$ cat src/scis_defs.svh
/*
 constants for the serial channel interrupt status block: register offsets,
 field positions, reset values. assumes it is included by the interrupt status module.
*/
`ifndef SCIS_DEFS_SVH
`define SCIS_DEFS_SVH
// word indices of the registers (byte address = 4 * index)
`define SCIS_IDX_PIN_CFG 9'h039
`define SCIS_IDX_STAT_RX 9'h03A
`define SCIS_IDX_STAT_LINK 9'h03B
`define SCIS_IDX_MASK_RX 9'h03C
`define SCIS_IDX_MASK_LINK 9'h03D
`define SCIS_IDX_CTRL 9'h03E
`define SCIS_IDX_SUMMARY 9'h03F
// channel-window stride of the pin config register
`define SCIS_CHAN_STRIDE 9'h040
// reset values
`define SCIS_PIN_CFG_RST 8'h00
`define SCIS_MASK_RST 8'hFF
// pin config fields
`define SCIS_CFG_SHOWN 7
`define SCIS_CFG_SCOPE 6
`define SCIS_CFG_SLA_HI 5
`define SCIS_CFG_SLA_LO 3
`define SCIS_CFG_CASC 2
`define SCIS_CFG_STYLE_HI 1
`define SCIS_CFG_STYLE_LO 0
// receive status bits
`define SCIS_RX_MSG_END 7
`define SCIS_RX_FRAME_START 6
`define SCIS_RX_REMOTE 5
`define SCIS_RX_PROTO 4
`define SCIS_RX_DPLL 3
`define SCIS_RX_CARRIER 2
`define SCIS_RX_LOST 1
`define SCIS_RX_POOL 0
// link status bits
`define SCIS_LK_POLL_END 7
`define SCIS_LK_ON_LOOP 6
`define SCIS_LK_TX_POOL 0
// message threshold in bytes
`define SCIS_POOL_BYTES 32
`endif

$ cat src/scis_pkg.sv
/*
 types for the serial channel interrupt status block.
 assumes nothing beyond a systemverilog compiler.
*/
package scis_pkg;
    // acknowledge cycle phases
    typedef enum logic [1:0] {ACK_IDLE, ACK_VECTOR, ACK_DONE} scis_ack_t;
endpackage : scis_pkg

$ cat src/scis_irq_status.sv
/*
 serial channel interrupt status: pin config, two clear-on-read status
 registers, masks, priority rotation, cascade acknowledge and irq pin stage.
 assumes classic wishbone master on core_clk, event pulses from the channel
 logic on core_clk, and cascade, ack and carrier pins from outside.
*/
// Added by the designer: the Wishbone register port.
// Behaviour
// - pin config seen at eight channel addresses
// - masked bits hidden unless shown setting set
// - scope 0 rotates all eight channels
// - scope 1 keeps one channel fixed highest
// - slave cascade acks on address match
// - daisy chain uses pin1 enable in
// - chain pin0 low while irq active
// - style field selects open drain or push-pull
// - receive status cleared by read
// - msg end, pool full cleared at vector
// - masked shown bits never raise irq
// - set msg end on message end event
// - set frame start on frame start event
// - remote change only in auto mode
// - protocol error only in auto mode
// - dpll unlock flags and aborts receive
// - carrier change on either edge
// - frame lost on discarded frame
// - pool full only in interrupt mode
// - link status cleared by read, tx pool at vector
// - poll end set in loop mode
// - on loop set after poll end, repeat on
// - overrun set outside loop mode
// - masks reset to all ones, one blocks
`timescale 1ns/1ps
`include "scis_defs.svh"
module scis_irq_status #(
    parameter int CHANNELS = 8
) (
    input wire logic core_clk,
    input wire logic arst_n,
    // wishbone slave
    input wire logic wb_cyc_i,
    input wire logic wb_stb_i,
    input wire logic wb_we_i,
    input wire logic [10:0] wb_adr_i,
    input wire logic [3:0] wb_sel_i,
    input wire logic [31:0] wb_dat_i,
    output logic [31:0] wb_dat_o,
    output logic wb_ack_o,
    // channel events, one-cycle pulses except the remote ready and dpll lock levels
    input wire logic evMsgEnd,
    input wire logic evFrameStart,
    input wire logic evRemoteReady,
    input wire logic evProtoErr,
    input wire logic dpllLocked,
    input wire logic evFrameLost,
    input wire logic evPoolFull,
    input wire logic evPollEnd,
    input wire logic evOnLoop,
    input wire logic evOverrun,
    input wire logic evTxPool,
    // operating modes
    input wire logic autoMode,
    input wire logic irqMode,
    input wire logic loopMode,
    input wire logic dpllInUse,
    input wire logic txFromDpll,
    // pins
    input wire logic carrierSensePin,
    input wire logic irqAckCycle,
    input wire logic [2:0] chainPinIn,
    output logic chainPin0Out,
    output logic chainPin0Oe,
    output logic irqPinOut,
    output logic irqPinOe,
    // channel control outputs
    output logic rxAbort,
    output logic txHalt,
    output logic loopRepeat,
    output logic [2:0] highChannel
);
    // register file
    logic [7:0] pinCfg;
    logic [7:0] statRx;
    logic [7:0] statLink;
    logic [7:0] maskRx;
    logic [7:0] maskLink;
    logic [7:0] ctrl;
    // ctrl bit 0 enables rotation, bits 3:1 fixed channel for scope 1
    logic rotEnable;
    assign rotEnable = ctrl[0];

    // synchronised pins: carrier, ack, chain inputs
    logic [4:0] pinSync;
    scis_sync #(.WIDTH(5)) syncPins (
        .core_clk(core_clk),
        .arst_n(arst_n),
        .pinIn({carrierSensePin, irqAckCycle, chainPinIn}),
        .pinSync(pinSync)
    );
    logic carrierNow;
    logic ackNow;
    logic [2:0] chainNow;
    assign carrierNow = pinSync[4];
    assign ackNow = pinSync[3];
    assign chainNow = pinSync[2:0];

    // wishbone decode
    logic [8:0] idx;
    logic acc;
    logic isCfg;
    logic rdRx;
    logic rdLink;
    assign idx = wb_adr_i[10:2];
    assign acc = wb_cyc_i && wb_stb_i && !wb_ack_o;
    // eight mirrors of the config word
    assign isCfg = {3'h0, idx[5:0]} == `SCIS_IDX_PIN_CFG;
    assign rdRx = acc && !wb_we_i && idx == `SCIS_IDX_STAT_RX;
    assign rdLink = acc && !wb_we_i && idx == `SCIS_IDX_STAT_LINK;
    logic wrLane;
    assign wrLane = acc && wb_we_i && wb_sel_i[0];

    // single-cycle ack, dropped the cycle after
    always_ff @(posedge core_clk or negedge arst_n)
    begin
        if (!arst_n)
            wb_ack_o <= 1'b0;
        else
            wb_ack_o <= acc;
    end

    // config, masks and control writes
    always_ff @(posedge core_clk or negedge arst_n)
    begin
        if (!arst_n)
        begin
            pinCfg <= `SCIS_PIN_CFG_RST;
            maskRx <= `SCIS_MASK_RST;
            maskLink <= `SCIS_MASK_RST;
            ctrl <= 8'h00;
        end
        else if (wrLane)
        begin
            if (isCfg)
                pinCfg <= wb_dat_i[7:0];
            if (idx == `SCIS_IDX_MASK_RX)
                maskRx <= wb_dat_i[7:0];
            if (idx == `SCIS_IDX_MASK_LINK)
                maskLink <= wb_dat_i[7:0];
            if (idx == `SCIS_IDX_CTRL)
                ctrl <= wb_dat_i[7:0];
        end
    end

    // unmasked pending sources
    logic [7:0] liveRx;
    logic [7:0] liveLink;
    logic anyLive;
    // mask gates irq regardless of shown setting
    assign liveRx = statRx & ~maskRx;
    assign liveLink = statLink & ~maskLink;
    assign anyLive = |{liveRx, liveLink};

    // shown view of the status registers
    logic [7:0] viewRx;
    logic [7:0] viewLink;
    assign viewRx = pinCfg[`SCIS_CFG_SHOWN] ? statRx : liveRx;
    assign viewLink = pinCfg[`SCIS_CFG_SHOWN] ? statLink : liveLink;

    // read data mux, unmapped reads as zero
    always_ff @(posedge core_clk or negedge arst_n)
    begin
        if (!arst_n)
            wb_dat_o <= 32'h0000_0000;
        else if (acc && !wb_we_i)
        begin
            if (isCfg)
                wb_dat_o <= {24'h000000, pinCfg};
            else if (idx == `SCIS_IDX_STAT_RX)
                wb_dat_o <= {24'h000000, viewRx};
            else if (idx == `SCIS_IDX_STAT_LINK)
                wb_dat_o <= {24'h000000, viewLink};
            else if (idx == `SCIS_IDX_MASK_RX)
                wb_dat_o <= {24'h000000, maskRx};
            else if (idx == `SCIS_IDX_MASK_LINK)
                wb_dat_o <= {24'h000000, maskLink};
            else if (idx == `SCIS_IDX_CTRL)
                wb_dat_o <= {24'h000000, ctrl};
            else if (idx == `SCIS_IDX_SUMMARY)
                wb_dat_o <= {28'h0000000, anyLive, highChannel};
            else
                wb_dat_o <= 32'h0000_0000;
        end
    end

    // acknowledge handling
    scis_pkg::scis_ack_t ackState;
    logic ackPrev;
    logic ackRise;
    logic irqActive;
    logic ackAccept;
    logic vectorOut;
    assign ackRise = ackNow && !ackPrev;
    // daisy chain needs enable input high
    assign ackAccept = irqActive && ackRise &&
        (pinCfg[`SCIS_CFG_CASC] ? chainNow[1]
                                : chainNow == pinCfg[`SCIS_CFG_SLA_HI:`SCIS_CFG_SLA_LO]);
    assign vectorOut = ackState == scis_pkg::ACK_VECTOR;

    // irq active level, one cycle behind anyLive
    // irq follows unmasked pending bits
    always_ff @(posedge core_clk or negedge arst_n)
    begin
        if (!arst_n)
            irqActive <= 1'b0;
        else
            irqActive <= anyLive;
    end

    // ack sequencer: vector phase lasts one cycle
    always_ff @(posedge core_clk or negedge arst_n)
    begin
        if (!arst_n)
        begin
            ackState <= scis_pkg::ACK_IDLE;
            ackPrev <= 1'b0;
        end
        else
        begin
            ackPrev <= ackNow;
            case (ackState)
                scis_pkg::ACK_IDLE:
                    if (ackAccept)
                        ackState <= scis_pkg::ACK_VECTOR;
                scis_pkg::ACK_VECTOR:
                    ackState <= scis_pkg::ACK_DONE;
                scis_pkg::ACK_DONE:
                    if (!ackNow)
                        ackState <= scis_pkg::ACK_IDLE;
                default:
                    ackState <= scis_pkg::ACK_IDLE;
            endcase
        end
    end

    // carrier edge detect on synced level
    logic carrierPrev;
    always_ff @(posedge core_clk or negedge arst_n)
    begin
        if (!arst_n)
            carrierPrev <= 1'b0;
        else
            carrierPrev <= carrierNow;
    end

    // dpll lock edge and remote ready memory
    logic lockPrev;
    logic remoteReady;
    logic unlockEv;
    logic remoteEv;
    assign unlockEv = dpllInUse && lockPrev && !dpllLocked;
    assign remoteEv = autoMode && evRemoteReady != remoteReady;
    always_ff @(posedge core_clk or negedge arst_n)
    begin
        if (!arst_n)
        begin
            lockPrev <= 1'b1;
            remoteReady <= 1'b1;
        end
        else
        begin
            lockPrev <= dpllLocked;
            if (autoMode)
                remoteReady <= evRemoteReady;
        end
    end

    // receive event set vector
    logic [7:0] setRx;
    always_comb
    begin
        setRx = 8'h00;
        setRx[`SCIS_RX_MSG_END] = evMsgEnd;
        setRx[`SCIS_RX_FRAME_START] = evFrameStart;
        setRx[`SCIS_RX_REMOTE] = remoteEv;
        setRx[`SCIS_RX_PROTO] = autoMode && evProtoErr;
        setRx[`SCIS_RX_DPLL] = unlockEv;
        setRx[`SCIS_RX_CARRIER] = carrierNow != carrierPrev;
        setRx[`SCIS_RX_LOST] = evFrameLost;
        setRx[`SCIS_RX_POOL] = irqMode && evPoolFull;
    end

    // link event set vector, unused middle bits stay clear
    logic [7:0] setLink;
    always_comb
    begin
        setLink = 8'h00;
        setLink[`SCIS_LK_POLL_END] = loopMode && evPollEnd;
        // on loop / overrun share the bit
        setLink[`SCIS_LK_ON_LOOP] = loopMode ? evOnLoop : evOverrun;
        setLink[`SCIS_LK_TX_POOL] = evTxPool;
    end

    // clears by read and by vector output; set wins
    logic [7:0] clrRx;
    logic [7:0] clrLink;
    always_comb
    begin
        clrRx = 8'h00;
        clrLink = 8'h00;
        if (rdRx)
            clrRx = 8'hFF;
        // vector clears msg end, pool full
        if (vectorOut)
        begin
            clrRx[`SCIS_RX_MSG_END] = 1'b1;
            clrRx[`SCIS_RX_POOL] = 1'b1;
        end
        // link clear on read and tx pool at vector
        if (rdLink)
            clrLink = 8'hFF;
        if (vectorOut)
            clrLink[`SCIS_LK_TX_POOL] = 1'b1;
    end

    // sticky status registers
    always_ff @(posedge core_clk or negedge arst_n)
    begin
        if (!arst_n)
        begin
            statRx <= 8'h00;
            statLink <= 8'h00;
        end
        else
        begin
            statRx <= (statRx & ~clrRx) | setRx;
            statLink <= (statLink & ~clrLink) | setLink;
        end
    end

    // channel control: abort, halt, repeat
    logic onLoop;
    always_ff @(posedge core_clk or negedge arst_n)
    begin
        if (!arst_n)
        begin
            rxAbort <= 1'b0;
            txHalt <= 1'b0;
            onLoop <= 1'b0;
            loopRepeat <= 1'b0;
        end
        else
        begin
            rxAbort <= dpllInUse && !dpllLocked;
            txHalt <= dpllInUse && txFromDpll && !dpllLocked;
            if (!loopMode)
                onLoop <= 1'b0;
            else if (evOnLoop)
                onLoop <= 1'b1;
            loopRepeat <= onLoop && loopMode;
        end
    end

    // priority rotation on each accepted ack
    always_ff @(posedge core_clk or negedge arst_n)
    begin
        if (!arst_n)
            highChannel <= 3'h0;
        else if (vectorOut && rotEnable)
        begin
            // all eight rotate, serviced goes lowest
            if (!pinCfg[`SCIS_CFG_SCOPE])
                highChannel <= highChannel + 3'h1;
            else
                highChannel <= ctrl[3:1];
        end
    end

    // pin stage: chain enable and irq style
    always_ff @(posedge core_clk or negedge arst_n)
    begin
        if (!arst_n)
        begin
            chainPin0Out <= 1'b1;
            chainPin0Oe <= 1'b0;
            irqPinOut <= 1'b0;
            irqPinOe <= 1'b0;
        end
        else
        begin
            chainPin0Oe <= pinCfg[`SCIS_CFG_CASC];
            chainPin0Out <= !(anyLive || irqActive) && chainNow[1];
            // style: x0 open drain, 01 low, 11 high
            if (!pinCfg[`SCIS_CFG_STYLE_LO])
            begin
                irqPinOut <= 1'b0;
                irqPinOe <= anyLive;
            end
            else
            begin
                irqPinOut <= pinCfg[`SCIS_CFG_STYLE_HI] ? anyLive : !anyLive;
                irqPinOe <= 1'b1;
            end
        end
    end
endmodule : scis_irq_status

$ cat src/scis_sync.sv
/*
 two-flop synchroniser for a vector of pins.
 assumes the pins are asynchronous to core_clk.
*/
`timescale 1ns/1ps
module scis_sync #(
    parameter int WIDTH = 1
) (
    input wire logic core_clk,
    input wire logic arst_n,
    input wire logic [WIDTH-1:0] pinIn,
    output logic [WIDTH-1:0] pinSync
);
    // first stage, read only by the second
    logic [WIDTH-1:0] stage1;

    // plain double register
    always_ff @(posedge core_clk or negedge arst_n)
    begin
        if (!arst_n)
        begin
            stage1 <= '0;
            pinSync <= '0;
        end
        else
        begin
            stage1 <= pinIn;
            pinSync <= stage1;
        end
    end
endmodule : scis_sync

$ cat config.mk
export PLATFORM = sky130hd
export DESIGN_NAME = scis_irq_status
export DESIGN_NICKNAME = d
export VERILOG_FILES = /design/src/scis_pkg.sv /design/src/scis_irq_status.sv /design/src/scis_sync.sv
export VERILOG_INCLUDE_DIRS = /design/src
export SDC_FILE = /design/constraint.sdc
export NUM_CORES = 1
export LEC_CHECK = 0
export BUFFER_PORTS_ARGS = -buffer_cell sky130_fd_sc_hd__buf_2
export CAP_MARGIN = 20
export CORE_ASPECT_RATIO = 0.7
export CORE_MARGIN = 2
export CORE_UTILIZATION = 56
export DETAILED_ROUTE_END_ITERATION = 7
export GPL_ROUTABILITY_DRIVEN = 0
export PLACE_DENSITY = 0.94
export RECOVER_POWER = 50
export SETUP_SLACK_MARGIN = 0.3
export SYNTH_ARGS = -nofsm -noshare
export SYNTH_HDL_FRONTEND = slang
export SYNTH_HIERARCHICAL = 1
export SYNTH_SLANG_ARGS = --single-unit
$ cat constraint.sdc
create_clock -name core_clk -period 4.6 [get_ports core_clk]
set_input_delay 0.92 -clock core_clk [delete_from_list [all_inputs] [get_ports core_clk]]
set_output_delay 0.92 -clock core_clk [all_outputs]
set_load 0.01 [all_outputs]
; ---- Yosys cells after proc, flatten, opt, wreduce, memory -nomap -nowiden
; Cells that the tools add are included.
[word_totals]
ff_bits = 109
elab_cells = 112
[classes]
reduce_logical = 36
bitwise_logic = 10
n_eq_ne = 15
muxes = 25
n_addsub = 1
[op_table]
columns = operator, count
row1 = $mux W8, 10
row2 = $eq A9 B6 Y1 const B, 6
row3 = $and A8 B8 Y8, 4
row4 = $not A8 Y8, 4
row5 = $logic_and A1 B1 Y1, 22
row6 = $or A8 B8 Y8, 2
row7 = $reduce_or A16 Y1, 1
row8 = $mux W1, 10
row9 = $reduce_and A2 Y1, 5
row10 = $eq A6 B6 Y1 const B, 1
row11 = $logic_not A1 Y1, 6
row12 = $ne A2 B2 Y1 const B, 3
row13 = $pmux W2 S3, 1
row14 = $mux W2, 2
row15 = $mux W4, 1
row16 = $add A3 B1 Y3 const B, 1
row17 = $eq A3 B3 Y1, 1
row18 = $mux W3, 1
row19 = $eq A2 B1 Y1 const B, 1
row20 = $eq A2 B2 Y1 const B, 1
row21 = $logic_not A2 Y1, 1
row22 = $ne A1 B1 Y1, 2
row23 = $logic_or A1 B1 Y1, 1

; ---- Depth between registers and ports, before layout
[depth]
word_depth = 10
depth_mapped = 7
ltp_nobuf = 5

; ---- By module
; The synthesis kept the hierarchy.
[modules_own_cells]
columns = mod, cells_per_inst, instances, seq_area_each_um2, area_each_um2
row1 = scis_irq_status, 324, 1, 1900.6, 3738.6
row2 = scis_sync, 10, 1, 250.2, 250.2

; ---- Least setup slack after synthesis
; OpenSTA, ideal clock, no wires.
[synth_path]
path_kind = input to register
from = in wb_cyc_i
to = reg maskRx[0]
cell_stages = 6
arrival_ns = 2.354
setup_slack_ns = 2.164
cell_sequence = and3b_2 > nand3_2 > or3_4 > or3_1 > buf_6 > mux2_4
[synth_between]
elab_chain_cells = 5
[synth_rtl]
columns = element, line
row1 = start: declaration, scis_irq_status.sv:41  ; input wire logic wb_cyc_i,
row2 = $logic_and A1 B1 Y1 (2 in series), scis_irq_status.sv:114  ; assign acc = wb_cyc_i && wb_stb_i && !wb_ack_o;
row3 = $logic_and A1 B1 Y1 (2 in series), scis_irq_status.sv:120  ; assign wrLane = acc && wb_we_i && wb_sel_i[0];
row4 = $reduce_and A2 Y1 (no source line), --
row5 = end signal: assignment, scis_irq_status.sv:137  ; maskRx <= `SCIS_MASK_RST;
row6 = end signal: assignment, scis_irq_status.sv:146  ; maskRx <= wb_dat_i[7:0];
row7 = end: declaration, scis_irq_status.sv:85  ; logic [7:0] maskRx;
; No other way between the ends.
; A chain may end at the register's enable or synchronous reset.

; ---- Worst setup path in the final report
[layout_path]
from = in wb_adr_i[2]
to = reg pinCfg[6]
[layout_between]
elab_chain_cells = 2
[layout_rtl]
columns = element, line
row1 = start: declaration, scis_irq_status.sv:44  ; input wire logic [10:0] wb_adr_i,
row2 = $eq A6 B6 Y1 (no source line), --
row3 = $reduce_and A2 Y1 (no source line), --
row4 = end signal: assignment, scis_irq_status.sv:136  ; pinCfg <= `SCIS_PIN_CFG_RST;
row5 = end signal: assignment, scis_irq_status.sv:144  ; pinCfg <= wb_dat_i[7:0];
row6 = end: declaration, scis_irq_status.sv:82  ; logic [7:0] pinCfg;
; No other way between the ends.

==> summary.txt <==
Grt ovf: 0
Min cycle time layout: 2590 ps
Startpoint Class: input pin
Max frequency: 0.386 GHz
TNS Setup: 0 ps
Number of nets still failing antenna checks after routing: 0
Drt first-iter violations: 368
Worst-path clk slew: 70 ps
Vias in the first global route: 2857
Run status: finished, violations left
CTS H-tree depth: 3
Max-slew headroom: -13.9%
Total Wirelength: 8830 um
Max-slew violation count: 75
Register area share after synthesis: 53.9%
Total power draw: 1.36 mW
Synth Flop Type: dfrtp_1
Synth cell types: 53
Max Fanout on Critical Path: 26
Reg-to-reg setup timing slack: 2310 ps
Yosys warning count: 6
CTS max path bufs: 2
Die footprint: 7820 sq um
CTS Buf Count: 9
Critical Path End Type: register
Area Growth Syn to Fin: 11.5%
Post_cts resized: 0
Synth Register Bits: 85
Root Buffer: clkbuf_8
First-pass GRT wire length: 14300 um
Cell Count, Final, Fillers Out: 494
Post-Synthesis Cell Area: 3990 sq um
Die Ht: 74.6 um
Final WS setup: 2010 ps
Gr usage total: 24.8%
Worst path arrival time: 2830 ps
Dpl hpwl: 6330 um
Layout cells sized above 1: 34.3%
Count leader, synth: dfrtp_1
Die Wd: 105 um
Mapped Cells: 334
1st-pass router iterations: 5
Synth top area cells: dfrtp_1, dfstp_2, mux2_2, buf_4, mux2_4
RSZ-0062 raised after global routing: no
DRC: 0
Clock latency on the worst-skew pair: 360 ps
Synth top area share: 41.4%
Diodes inserted: 0
Initial core utilization: 58.5%
# setup viols final: 0
Hold depth: 0
Reg2reg path depth: 5
Vias per cell: 5.81
Avg WL per Cell: 17.9 um
Initial antenna violation count: 0
Final Cell Area: 4450 sq um
Violated checks: capacitance limit, slew limit
Setup bufs post-CTS: 0
CTS Hold Bufs: 0
Port bufs: 62
Leading area contributor after synthesis: dfrtp_1
Setup WS pre-CTS: 1700 ps
Mean Syn Cell Area: 11.9 sq um
P_leak: 2.04 nW
Number of clock sinks: 85
CTS tree: built
Max-cap violation count: 1
Final hold viol count: 0
Worst slew pin tran: 1710 ps
Clk_skew: 11.1 ps
FFs w/ async S/R, synth: 100%
Core ar.: 6820 sq um
Post-synth top cells: dfrtp_1, mux2_2, buf_4, dfstp_2, nand2_1
Vias: 2871
Kind of critical path: in -> reg
Placed cell count: 477
WP data required: 4840 ps
Hold/Removal Path Class: reg -> reg
Fin nets: 469
Std cell rows: 25
Area post-placement: 4270 sq um
EDFF count, synth: 0
Power density over cell area: 305 nW/um^2
Tcrit/Tclk final: 56.4%
Max rail drop VDD: 0.000218 V
Pin count of the biggest net entering global routing: 86
IO Pins: 116
routing by layer:
| layer | wire [um] | GRT usage [%] | vias up |
|---|---|---|---|
| met4 | 150 | 7.26 | 0 |
| met5 | 0 | 0 | - |
| met1 | 3630 | 32.6 | 1399 |
| li1 | - | - | 1266 |
| met3 | 1080 | 9.87 | 18 |
| met2 | 3970 | 39.1 | 188 |
worst paths after layout:
check,to,start
worst max-delay path,pinCfg[6]$_DFFE_PN0P_,wb_adr_i[2]
worst min-delay path,syncPins/pinSync[3]$_DFF_PN0_,syncPins/stage1[3]$_DFF_PN0_
worst max register to register,maskRx[0]$_DFFE_PN1P_,wb_ack_o$_DFF_PN0_
worst min register to register,syncPins/pinSync[3]$_DFF_PN0_,syncPins/stage1[3]$_DFF_PN0_
max in group asynchronous,syncPins/stage1[2]$_DFF_PN0_,arst_n
min in group asynchronous,txHalt$_DFF_PN0_,arst_n
registers in the layout, indices dropped and copies added, names as in the netlist, 2 cells and up:
register          count
ackState              2
ctrl                  8
highChannel           3
maskLink              8
maskRx                8
pinCfg                8
statLink              8
statRx                8
syncPins/pinSync      5
syncPins/stage1       5
wb_dat_o              8
metrics by stage:
stage | util [%] | hold slack (ps)
final | 65.2 | 353
after global routing | 65.2 | 362
after CTS | 65.3 | 357
after detailed placement | 62.6 | 339
after global placement | 62.6 | 333
after floorplan | - | 331
cell families after synthesis:
kind of cell,Yosys count,share of synthesized area [%]
AOI/OAI and AO/OA,69,12.1
xor gates and xnor gates,5,1.10
adders and majority gates,1,0.314
buffers and inverters,45,6.71
DFF,85,53.9
muxes,39,12.5
other,1,0.0940
and+or+nand+nor,89,13.2
cells in the final DEF (no fill, tap or decap), types with 2 or more instances in the layout:
master and count:
dfrtp_1 66, buf_2 59, mux2_2 26, conb_1 24, dfstp_2 19, nand2_1 18
o21ai_0 17, nand2b_1 15, nor2b_1 14, nor2_1 12, a21oi_1 12, a22oi_1 10
inv_1 9, clkbuf_8 9, and2_1 8, mux2_4 8, nand3_1 7, clkbuf_1 7
a221oi_1 5, a22o_1 4, xnor2_1 3, o2111ai_1 3, o31ai_1 3, mux4_2 3
and3b_1 2, or3_1 2, a21o_1 2, xor2_1 2, a31o_2 2, a2111o_1 2
mux2i_1 2, a32oi_1 2, nor3b_4 2, clkinv_2 2
where the power goes:
part / leakage, nW / switching, mW / total [mW] / internal [mW]
logic: 0.938 / 0.0582 / 0.0912 / 0.0330
registers: 1.01 / 0.00986 / 0.773 / 0.763
clock network: 0.0914 / 0.243 / 0.493 / 0.250
total: 2.04 / 0.312 / 1.36 / 1.05
worst max-delay path, cell delays in order:
cell and delay, ps:
buf_2 410, nor2b_1 230, nand2_1 130, nor2_1 730
mux2_2 410
layout make-up:
cell class	count	area, sq um
inverter	9	33.8
clock buffer	13	139
fill	550	2370
sequential	85	2150
timing repair buffer	63	312
tap	94	118
multi-input combinational	227	1660
clock inverter	3	40.0
(Power assumes the default switching activity.)
